File: src/rtl/core_seq_pkg.sv
// Constants, types and field layouts of the instruction sequencer core
// Overview of operation
// - Clock from fast or slow internal oscillator
// - Four phases make one instruction cycle
// - Phase one advances PC and fetches
// - Phases two to four decode and execute
// - Standard ops one cycle, extended ops two
// - PC-changing instructions take one extra cycle
// - PC increments by one word otherwise
// - Jump, call, interrupt, reset load target
// - Taken skip discards prefetch, inserts dummy cycle
// - Only PC low byte is software writable; status register reads all 12 PC bits
// - PC low write jumps within page
// - Six-entry hidden stack of PC values
// - Call or interrupt pushes return address
// - Return instructions pop stack into PC
// - Reset empties stack pointer
// - Full stack withholds interrupt acknowledge
// - Call on full stack overwrites oldest
// - Eight-bit ALU works through accumulator
// - ALU writes destination and updates flags
// - ALU supports arithmetic, logic, rotate forms
// - Special registers in data memory, direct/indirect
package core_seq_pkg;
    localparam int PC_W = 12;
    localparam logic [PC_W-1:0] PC_RESET = 12'h000;
    localparam logic [PC_W-1:0] INT_VECTOR = 12'h004;
    localparam int DM_DEPTH = 64;
    localparam logic [2:0] STACK_DEPTH = 3'h6;
    localparam logic [2:0] STACK_LAST = 3'h5;
    localparam logic [2:0] SP_RESET = 3'h0;
    localparam logic [7:0] SLOW_DIV = 8'h20;
    // Data memory special register addresses
    localparam logic [5:0] DM_IND = 6'h00;
    localparam logic [5:0] DM_MP = 6'h01;
    localparam logic [5:0] DM_ACC = 6'h02;
    localparam logic [5:0] DM_PC_LOW = 6'h03;
    localparam logic [5:0] DM_STATUS = 6'h04;
    localparam logic [5:0] DM_GEN_BASE = 6'h05;
    // Instruction word fields
    localparam int IW_BRANCH = 15;
    localparam int IW_CALL = 14;
    localparam int IW_DEST = 9;
    localparam int IW_EXT = 8;
    // APB register offsets and reset values
    localparam logic [7:0] ADDR_CTRL = 8'h00;
    localparam logic [7:0] ADDR_PC_LOW = 8'h04;
    localparam logic [7:0] ADDR_STATUS = 8'h08;
    localparam logic [7:0] ADDR_ACC = 8'h0c;
    localparam int CTRL_RUN = 0;
    localparam int CTRL_SLOW = 1;
    localparam logic [1:0] CTRL_RESET = 2'h1;

    typedef enum logic [1:0] {PH1, PH2, PH3, PH4} phase_t;

    typedef enum logic [4:0] {
        OP_NOP, OP_MOVA, OP_MOVM, OP_ADD, OP_ADC, OP_SUB, OP_SBC,
        OP_DEC_ADJ, OP_AND, OP_OR, OP_XOR, OP_CPL, OP_RR, OP_RRC,
        OP_RL, OP_RLC, OP_INC, OP_DEC, OP_SZ, OP_SNZ, OP_SIZ, OP_SDZ,
        OP_SUBR_RETURN, OP_INT_RETURN
    } op_t;

    typedef struct packed {
        logic ov;
        logic z;
        logic ac;
        logic c;
    } flags_t;

    typedef struct packed {
        logic [7:0] res;
        flags_t f;
        logic to_acc;
        logic to_mem;
        logic skip;
    } alu_out_t;
endpackage

File: src/rtl/core_fetch_pipeline_pc_stack.sv
// Instruction sequencer: phases, prefetch, PC, return stack, ALU
`timescale 1ns/10ps
module core_fetch_pipeline_pc_stack (
    input wire logic clk_sys,
    input wire logic sys_rst,
    input wire logic psel,
    input wire logic penable,
    input wire logic pwrite,
    input wire logic [7:0] paddr,
    input wire logic [31:0] pwdata,
    output logic [31:0] prdata,
    output logic pready,
    output logic pslverr,
    output logic [core_seq_pkg::PC_W-1:0] prog_addr,
    input wire logic [15:0] prog_rdata,
    input wire logic irq_req,
    output logic int_ack,
    output core_seq_pkg::phase_t cycle_phases
);
    import core_seq_pkg::*;

    logic [1:0] ctrl;
    logic [7:0] div_cnt;
    logic [PC_W-1:0] pc;
    logic [15:0] ir;
    logic ir_valid;
    logic hold;
    logic [7:0] acc;
    logic [7:0] mp;
    flags_t flags;
    logic [7:0] dmem [0:DM_DEPTH-1];
    logic [PC_W-1:0] stk [0:5];
    logic [2:0] wp;
    logic [2:0] count;
    logic pc_low_pend;
    logic [7:0] pc_low_val;
    alu_out_t alu;

    // Oscillator select and phase tick
    wire slow_sel = ctrl[CTRL_SLOW];
    wire div_end = div_cnt == SLOW_DIV - 8'h01;
    wire tick = ctrl[CTRL_RUN] & (!slow_sel | div_end);
    wire [7:0] next_div = (slow_sel & !div_end) ? div_cnt + 8'h01 : 8'h00;
    wire t1 = tick & (cycle_phases == PH1);
    wire t4 = tick & (cycle_phases == PH4);

    // Divider for the slow oscillator
    always_ff @(posedge clk_sys) begin
        if (sys_rst) begin
            div_cnt <= 8'h00;
        end else begin
            div_cnt <= next_div;
        end
    end

    // Four-phase sequencer
    always_ff @(posedge clk_sys) begin
        if (sys_rst) begin
            cycle_phases <= PH1;
        end else if (tick) begin
            cycle_phases <= phase_t'(cycle_phases + 2'h1);
        end
    end

    // Instruction decode
    wire is_br = ir[IW_BRANCH];
    wire is_call = is_br & ir[IW_CALL];
    wire op_t op = op_t'(ir[14:10]);
    wire dest_mem = ir[IW_DEST];
    wire exec = t4 & ir_valid & !hold;
    wire is_sret = !is_br & (op == OP_SUBR_RETURN);
    wire is_iret = !is_br & (op == OP_INT_RETURN);

    // Operand address with indirect access through the pointer
    wire [5:0] ea = (ir[5:0] == DM_IND) ? mp[5:0] : ir[5:0];
    wire [7:0] mval = (ea == DM_ACC) ? acc :
                      (ea == DM_PC_LOW) ? pc[7:0] :
                      (ea == DM_STATUS) ? {4'h0, flags} :
                      (ea == DM_MP) ? mp : dmem[ea];

    // Shared adder for add, subtract and their carry forms
    wire is_sub = (op == OP_SUB) | (op == OP_SBC);
    wire [7:0] addend = is_sub ? ~mval : mval;
    wire cin = (op == OP_ADD) ? 1'b0 : (op == OP_SUB) ? 1'b1 : flags.c;
    wire [8:0] sum9 = {1'b0, acc} + {1'b0, addend} + {8'h00, cin};
    wire [4:0] sum5 = {1'b0, acc[3:0]} + {1'b0, addend[3:0]} + {4'h0, cin};
    wire add_ov = (acc[7] == addend[7]) & (sum9[7] != acc[7]);

    // Decimal adjust of the accumulator
    wire daa_lo = (acc[3:0] > 4'h9) | flags.ac;
    wire [8:0] daa1 = {1'b0, acc} + (daa_lo ? 9'h006 : 9'h000);
    wire daa_hi = (daa1[7:4] > 4'h9) | flags.c | daa1[8];
    wire [7:0] daa_res = daa1[7:0] + (daa_hi ? 8'h60 : 8'h00);

    // Eight-bit ALU result, flags, destination and skip decision
    always_comb begin
        logic zupd;
        zupd = 1'b0;
        alu.res = 8'h00;
        alu.f = flags;
        alu.to_acc = 1'b0;
        alu.to_mem = 1'b0;
        alu.skip = 1'b0;
        unique case (op)
            OP_NOP, OP_SUBR_RETURN, OP_INT_RETURN: begin
            end
            OP_MOVA: begin
                alu.res = mval;
                alu.to_acc = 1'b1;
            end
            OP_MOVM: begin
                alu.res = acc;
                alu.to_mem = 1'b1;
            end
            OP_ADD, OP_ADC, OP_SUB, OP_SBC: begin
                alu.res = sum9[7:0];
                alu.f.c = sum9[8];
                alu.f.ac = sum5[4];
                alu.f.ov = add_ov;
                zupd = 1'b1;
            end
            OP_DEC_ADJ: begin
                alu.res = daa_res;
                alu.f.c = daa_hi;
            end
            OP_AND, OP_OR, OP_XOR, OP_CPL: begin
                alu.res = (op == OP_AND) ? (acc & mval) :
                          (op == OP_OR) ? (acc | mval) :
                          (op == OP_XOR) ? (acc ^ mval) : ~mval;
                zupd = 1'b1;
            end
            OP_RR: alu.res = {mval[0], mval[7:1]};
            OP_RL: alu.res = {mval[6:0], mval[7]};
            OP_RRC: begin
                alu.res = {flags.c, mval[7:1]};
                alu.f.c = mval[0];
            end
            OP_RLC: begin
                alu.res = {mval[6:0], flags.c};
                alu.f.c = mval[7];
            end
            OP_INC, OP_DEC: begin
                alu.res = (op == OP_INC) ? mval + 8'h01 : mval - 8'h01;
                zupd = 1'b1;
            end
            OP_SZ: alu.skip = mval == 8'h00;
            OP_SNZ: alu.skip = mval != 8'h00;
            OP_SIZ, OP_SDZ: begin
                alu.res = (op == OP_SIZ) ? mval + 8'h01 : mval - 8'h01;
                alu.skip = alu.res == 8'h00;
            end
            default: begin
            end
        endcase
        if (zupd) begin
            alu.f.z = alu.res == 8'h00;
        end
        if (op inside {[OP_ADD:OP_DEC], OP_SIZ, OP_SDZ}) begin
            alu.to_acc = !dest_mem;
            alu.to_mem = dest_mem;
        end
    end

    // Write strobes into accumulator and data memory space
    wire alu_exec = exec & !is_br;
    wire mem_we = alu_exec & alu.to_mem;
    wire acc_we = alu_exec & (alu.to_acc | (mem_we & (ea == DM_ACC)));
    wire mem_pc_wr = mem_we & (ea == DM_PC_LOW);
    wire stat_we = mem_we & (ea == DM_STATUS);

    // Program flow changes at the end of the execute phases
    wire stack_full = count == STACK_DEPTH;
    wire [2:0] rp = (wp == 3'h0) ? STACK_LAST : wp - 3'h1;
    wire [2:0] wp_inc = (wp == STACK_LAST) ? 3'h0 : wp + 3'h1;
    wire pop = exec & (is_sret | is_iret);
    wire skip_taken = alu_exec & alu.skip;
    wire exec_flow = exec & (is_br | is_sret | is_iret | skip_taken | mem_pc_wr);
    wire pc_low_apply = t4 & pc_low_pend & !hold & !exec_flow;
    wire int_take = t4 & irq_req & !stack_full & !hold & !exec_flow & !pc_low_pend;
    wire push = (exec & is_call) | int_take;
    wire flow = exec_flow | pc_low_apply | int_take;
    wire ext_start = alu_exec & ir[IW_EXT] & !exec_flow;
    wire [PC_W-1:0] flow_target = int_take ? INT_VECTOR :
                                  pc_low_apply ? {pc[11:8], pc_low_val} :
                                  is_br ? ir[PC_W-1:0] :
                                  pop ? stk[rp] :
                                  mem_pc_wr ? {pc[11:8], alu.res} : pc;
    assign int_ack = int_take;

    // Program counter and fetch address
    always_ff @(posedge clk_sys) begin
        if (sys_rst) begin
            pc <= PC_RESET;
            prog_addr <= PC_RESET;
        end else if (t4 & flow) begin
            pc <= flow_target;
        end else if (t1 & !hold) begin
            prog_addr <= pc;
            pc <= pc + 12'h001;
        end
    end

    // Prefetched word and its validity; a flow change makes it a dummy
    always_ff @(posedge clk_sys) begin
        if (sys_rst) begin
            ir <= 16'h0000;
            ir_valid <= 1'b0;
        end else if (t4 & !hold) begin
            ir <= prog_rdata;
            ir_valid <= !flow;
        end
    end

    // Second cycle of an extended instruction
    always_ff @(posedge clk_sys) begin
        if (sys_rst) begin
            hold <= 1'b0;
        end else if (t4) begin
            hold <= ext_start;
        end
    end

    // Stack pointer and depth; the pointer is hidden, the depth and full flag read back in the status register
    always_ff @(posedge clk_sys) begin
        if (sys_rst) begin
            wp <= SP_RESET;
            count <= SP_RESET;
        end else if (push) begin
            wp <= wp_inc;
            count <= stack_full ? count : count + 3'h1;
        end else if (pop) begin
            wp <= rp;
            count <= (count == 3'h0) ? count : count - 3'h1;
        end
    end

    // Stack storage; the address of the discarded prefetch is the return point
    always_ff @(posedge clk_sys) begin
        if (push) begin
            stk[wp] <= prog_addr;
        end
    end

    // Accumulator, pointer and status flags
    always_ff @(posedge clk_sys) begin
        if (sys_rst) begin
            acc <= 8'h00;
            mp <= 8'h00;
            flags <= '0;
        end else begin
            if (acc_we) acc <= alu.res;
            if (mem_we & (ea == DM_MP)) mp <= alu.res;
            if (alu_exec) flags <= stat_we ? flags_t'(alu.res[3:0]) : alu.f;
        end
    end

    // General purpose data memory
    always_ff @(posedge clk_sys) begin
        if (mem_we & (ea >= DM_GEN_BASE)) begin
            dmem[ea] <= alu.res;
        end
    end

    // APB decode
    wire apb_setup = psel & !penable;
    wire apb_acc = psel & penable;
    wire hit = (paddr == ADDR_CTRL) | (paddr == ADDR_PC_LOW) |
               (paddr == ADDR_STATUS) | (paddr == ADDR_ACC);
    wire apb_wr = apb_acc & pwrite & hit;
    wire pc_low_wr = apb_wr & (paddr == ADDR_PC_LOW);
    wire [31:0] rd_word = (paddr == ADDR_CTRL) ? {30'h0, ctrl} :
                          (paddr == ADDR_PC_LOW) ? {24'h0, pc[7:0]} :
                          (paddr == ADDR_STATUS) ? {12'h000, stack_full, count, flags, pc} :
                          (paddr == ADDR_ACC) ? {24'h0, acc} : 32'h0;
    assign pready = 1'b1;
    assign pslverr = apb_acc & !hit;

    // Control register and registered read data
    always_ff @(posedge clk_sys) begin
        if (sys_rst) begin
            ctrl <= CTRL_RESET;
            prdata <= 32'h0;
        end else begin
            if (apb_wr & (paddr == ADDR_CTRL)) ctrl <= pwdata[1:0];
            if (apb_setup) prdata <= rd_word;
        end
    end

    // Pending software write of the PC low byte; a new write wins over apply
    always_ff @(posedge clk_sys) begin
        if (sys_rst) begin
            pc_low_pend <= 1'b0;
            pc_low_val <= 8'h00;
        end else if (pc_low_wr) begin
            pc_low_pend <= 1'b1;
            pc_low_val <= pwdata[7:0];
        end else if (pc_low_apply) begin
            pc_low_pend <= 1'b0;
        end
    end
endmodule

File: config.mk
export PLATFORM = sky130hd
export DESIGN_NAME = core_fetch_pipeline_pc_stack
export DESIGN_NICKNAME = d
export VERILOG_FILES = /design/src/rtl/core_seq_pkg.sv /design/src/rtl/core_fetch_pipeline_pc_stack.sv
export SDC_FILE = /design/constraint.sdc
export NUM_CORES = 1
export LEC_CHECK = 0
export ABC_AREA = 1
export BUFFER_PORTS_ARGS = -buffer_cell sky130_fd_sc_hd__buf_4
export CORE_ASPECT_RATIO = 1.75
export CORE_MARGIN = 10
export CORE_UTILIZATION = 55
export CTS_CLUSTER_SIZE = 24
export DETAILED_ROUTE_END_ITERATION = 8
export PLACE_DENSITY = 0.78
export SETUP_SLACK_MARGIN = 0.02
export SLEW_MARGIN = 0
export SYNTH_ARGS = -nofsm -noshare
export SYNTH_HDL_FRONTEND = slang
export SYNTH_SLANG_ARGS = --single-unit
File: constraint.sdc
create_clock -name clk_sys -period 8.7 [get_ports clk_sys]
set_input_delay 1.74 -clock clk_sys [delete_from_list [all_inputs] [get_ports clk_sys]]
set_output_delay 1.74 -clock clk_sys [all_outputs]
set_load 0.005 [all_outputs]
==> results_dict.tcl <==
set metrics [dict create \
    register_area_um2 19720 \
    cts_resized 0 \
    p_int_mw 5.550 \
    rows 117 \
    final_nets 3585 \
    period_share_pct 87.09 \
    ys_seq_area_share_pct 61.42 \
    ys_async_sr_fraction_pct 0 \
    start_util_pct 55.38 \
    final_cell_mix "nand2_1, edfxtp_1, nor2_1, inv_1, nand3_1" \
    cp_common_cell "nand2_1" \
    viasPerCell 5.742 \
    clock_sinks 693 \
    dr.pass1.iters 6 \
    switchingPower_mw 2.315 \
    multi_input_area_um2 10870 \
    die_h_um 339.6 \
    p_per_area_nw_per_um2 221.3 \
    cp_data_required_time_ns 6.96 \
    clk_latency_ns 0.64 \
    synth_edf_count 584 \
    switching_share_pct 29.43 \
    cap_viol_max_count 0 \
    synthCells 3385 \
    slew-limit-headroom_pct 17.11 \
    max_stage_delay_ns 0.38 \
    arrival_ns 5.84 \
    grt_setup_unrepaired "false" \
    hold_viol 0 \
    dp_hpwl_mm 64.88 \
    place_congestion 1.028 \
    yosysUniqueCellTypes 59 \
    grt_pass1_vias 24030 \
    cts.htree.levels 2 \
    power_frac_comb_pct 18.2 \
    worstMarginPinSlew_ns 1.228 \
    startpoint_type "flip-flop" \
    antenna_found_initial 0 \
    grt_usage_pct 27.38 \
    detail_route.iter0.violations 2151 \
    dp_cells 4198 \
    yosys_most_used_dff "edfxtp_1" \
    path_clk_slew_ns 0.07 \
    remaining_drc_errors 0 \
    min_period_ns 7.577 \
    skew_ns 0.02379 \
    ys_ff_latch 693 \
    crit_slowest_cell "buf_4" \
    placed_cell_area_um2 33650 \
    dieWidth_um 202.6 \
    status "complete, no violations" \
    syn_avg_cell_area_um2 9.484 \
    area_delta_synth_final_pct 10.71 \
    hold_class "reg -> reg" \
    vias 24730 \
    final_cells 4306 \
    dieArea_um2 68820 \
    portBuffers 73 \
    pwr-share-clk_pct 33.5 \
    tns_ns 0 \
    max_freq_mhz 132.0 \
    fin_area_um2 35540 \
    avgRoutedWirePerCell_um 22.38 \
    pre_cts_ws_ns 1.947 \
    final_common_cell "nand2_1" \
    core_um2 57970 \
    critPathMaxFanout 40 \
    pwr-share-seq_pct 48.3 \
    drt-total-wl_mm 96.36 \
    ant_nets 0 \
    maxSlewViolCount 0 \
    grt_pass1_wl_mm 143.0 \
    layout-drive-gt1-share_pct 9.287 \
    grt_max_degree 109 \
    synth_area_um2 32100 \
    cts_tree "built" \
    worst_slack_ns 1.123 \
    yosysWarnings 0 \
    worstSetupPathType "reg -> out" \
    cts_hold_buf 0 \
    clock_path_buffers 3 \
    n_fill_cell 4768 \
    power.leakage_nw 14.22 \
    cp-end-kind "output port" \
    setup_violations 0 \
    grt_overflow_total 0 \
    cts-root-buf "clkbuf_16" \
    cts_buffers 58 \
    vdd_drop_max_v 0.0002140 \
    cts_setup_buffers 0 \
    io_pins 111 \
]
-- path summary, 6_finish.rpt --
check	from	end	slack [ns]	cells after the start
worst max register to register	ir[4]$_SDFFE_PP0P_	pc[7]$_SDFFE_PP0P_	1.52	41
worst min-delay path	div_cnt[0]$_SDFF_PP0_	div_cnt[0]$_SDFF_PP0_	0.45	1
worst min register to register	div_cnt[0]$_SDFF_PP0_	div_cnt[0]$_SDFF_PP0_	0.45	1
worst max-delay path	ir[4]$_SDFFE_PP0P_	int_ack	1.12	33
-- per-stage QoR --
stage | hold WS [ns] | power (mW) | util, %
floorplan | 0.4175 | 4.735 | -
detailed placement | 0.4365 | 5.251 | 58.04
finish | 0.4519 | 7.865 | 61.31
CTS | 0.4504 | 7.831 | 61.31
global route | 0.4599 | 8.101 | 61.31
global placement | 0.4329 | 5.228 | 58.04
-- critical path, delay by kind of cell (launching register included) --
family                    cells  cell delay (ns)
xor gates and xnor gates      1             0.31
AOI/OAI and AO/OA             1             0.14
DFF                           1             0.32
and+or+nand+nor              25             2.85
buffers and inverters         6             1.54
-- registers in the layout, summed over array words and instances (netlist names), 2 cells and up --
| register | cells |
|---|---|
| stk | 72 |
| prdata | 20 |
| wp | 3 |
| div_cnt | 8 |
| prog_addr | 12 |
| count | 3 |
| flags | 4 |
| mp | 8 |
| pc | 12 |
| ir | 16 |
| cycle_phases | 2 |
| pc_low_val | 8 |
| ctrl | 2 |
| acc | 8 |
| dmem | 512 |
-- routing by layer --
layer | track usage [%] | vias up | part of all wire, %
met2 | 48.88 | 1320 | 51
met1 | 26.87 | 11490 | 31
met4 | 24.78 | 0 | 10
met3 | 3.949 | 440 | 7.3
li1 | - | 11480 | -
met5 | 0 | - | 0
-- power by group through the flow --
| stage | clock network (mW) | logic, mW | registers, mW |
|---|---|---|---|
| after floorplan | 0 | 0.875 | 3.86 |
| after global placement | 0 | 1.36 | 3.87 |
| after detailed placement | 0 | 1.38 | 3.87 |
| after CTS | 2.64 | 1.39 | 3.80 |
| after global routing | 2.76 | 1.53 | 3.80 |
| final | 2.63 | 1.43 | 3.80 |
-- area by class of cell --
class | count | area share [%]
Tap cell | 773 | 2.721
Antenna cell | 1 | 0.007040
Sequential cell | 693 | 55.48
Clock inverter | 42 | 1.088
Multi-Input combinational cell | 2316 | 30.59
Inverter | 286 | 3.020
Clock buffer | 65 | 4.245
Timing Repair Buffer | 130 | 2.851
-- synthesized netlist by cell type (all sizes together) (6+ instances only) --
| cell | number | share of area, % |
|---|---|---|
| nor3 | 25 | 0.42 |
| clkbuf | 66 | 0.77 |
| inv | 282 | 3.3 |
| a21oi | 131 | 2.1 |
| edfxtp | 584 | 55 |
| nand3b | 17 | 0.40 |
| o22ai | 24 | 0.47 |
| xnor2 | 8 | 0.22 |
| nand4 | 23 | 0.49 |
| nand2 | 1036 | 12 |
| o2111ai | 12 | 0.33 |
| a211oi | 10 | 0.23 |
| dfxtp | 109 | 6.8 |
| nor2 | 409 | 4.9 |
| ha | 33 | 1.3 |
| nor4 | 6 | 0.12 |
| o21ai | 167 | 2.7 |
| o211ai | 22 | 0.51 |
| o31ai | 7 | 0.16 |
| o22a | 7 | 0.19 |
| xor2 | 13 | 0.35 |
| buf | 75 | 1.5 |
| or2 | 49 | 0.95 |
| nand3 | 230 | 3.7 |
-- cell families (layout without fill, tap and decap cells) --
group / count (synthesis) / after routing / share of synthesized area (%)
AOI/OAI and AO/OA: 406 / 406 / 7.432
adders and majority gates: 38 / 38 / 1.598
DFF: 693 / 693 / 61.42
buffers and inverters: 427 / 523 / 5.639
and+or+nand+nor: 1798 / 1798 / 23.31
other: 2 / 54 / 0.02339
xor gates and xnor gates: 21 / 21 / 0.5729
(Power assumes the default switching activity.)
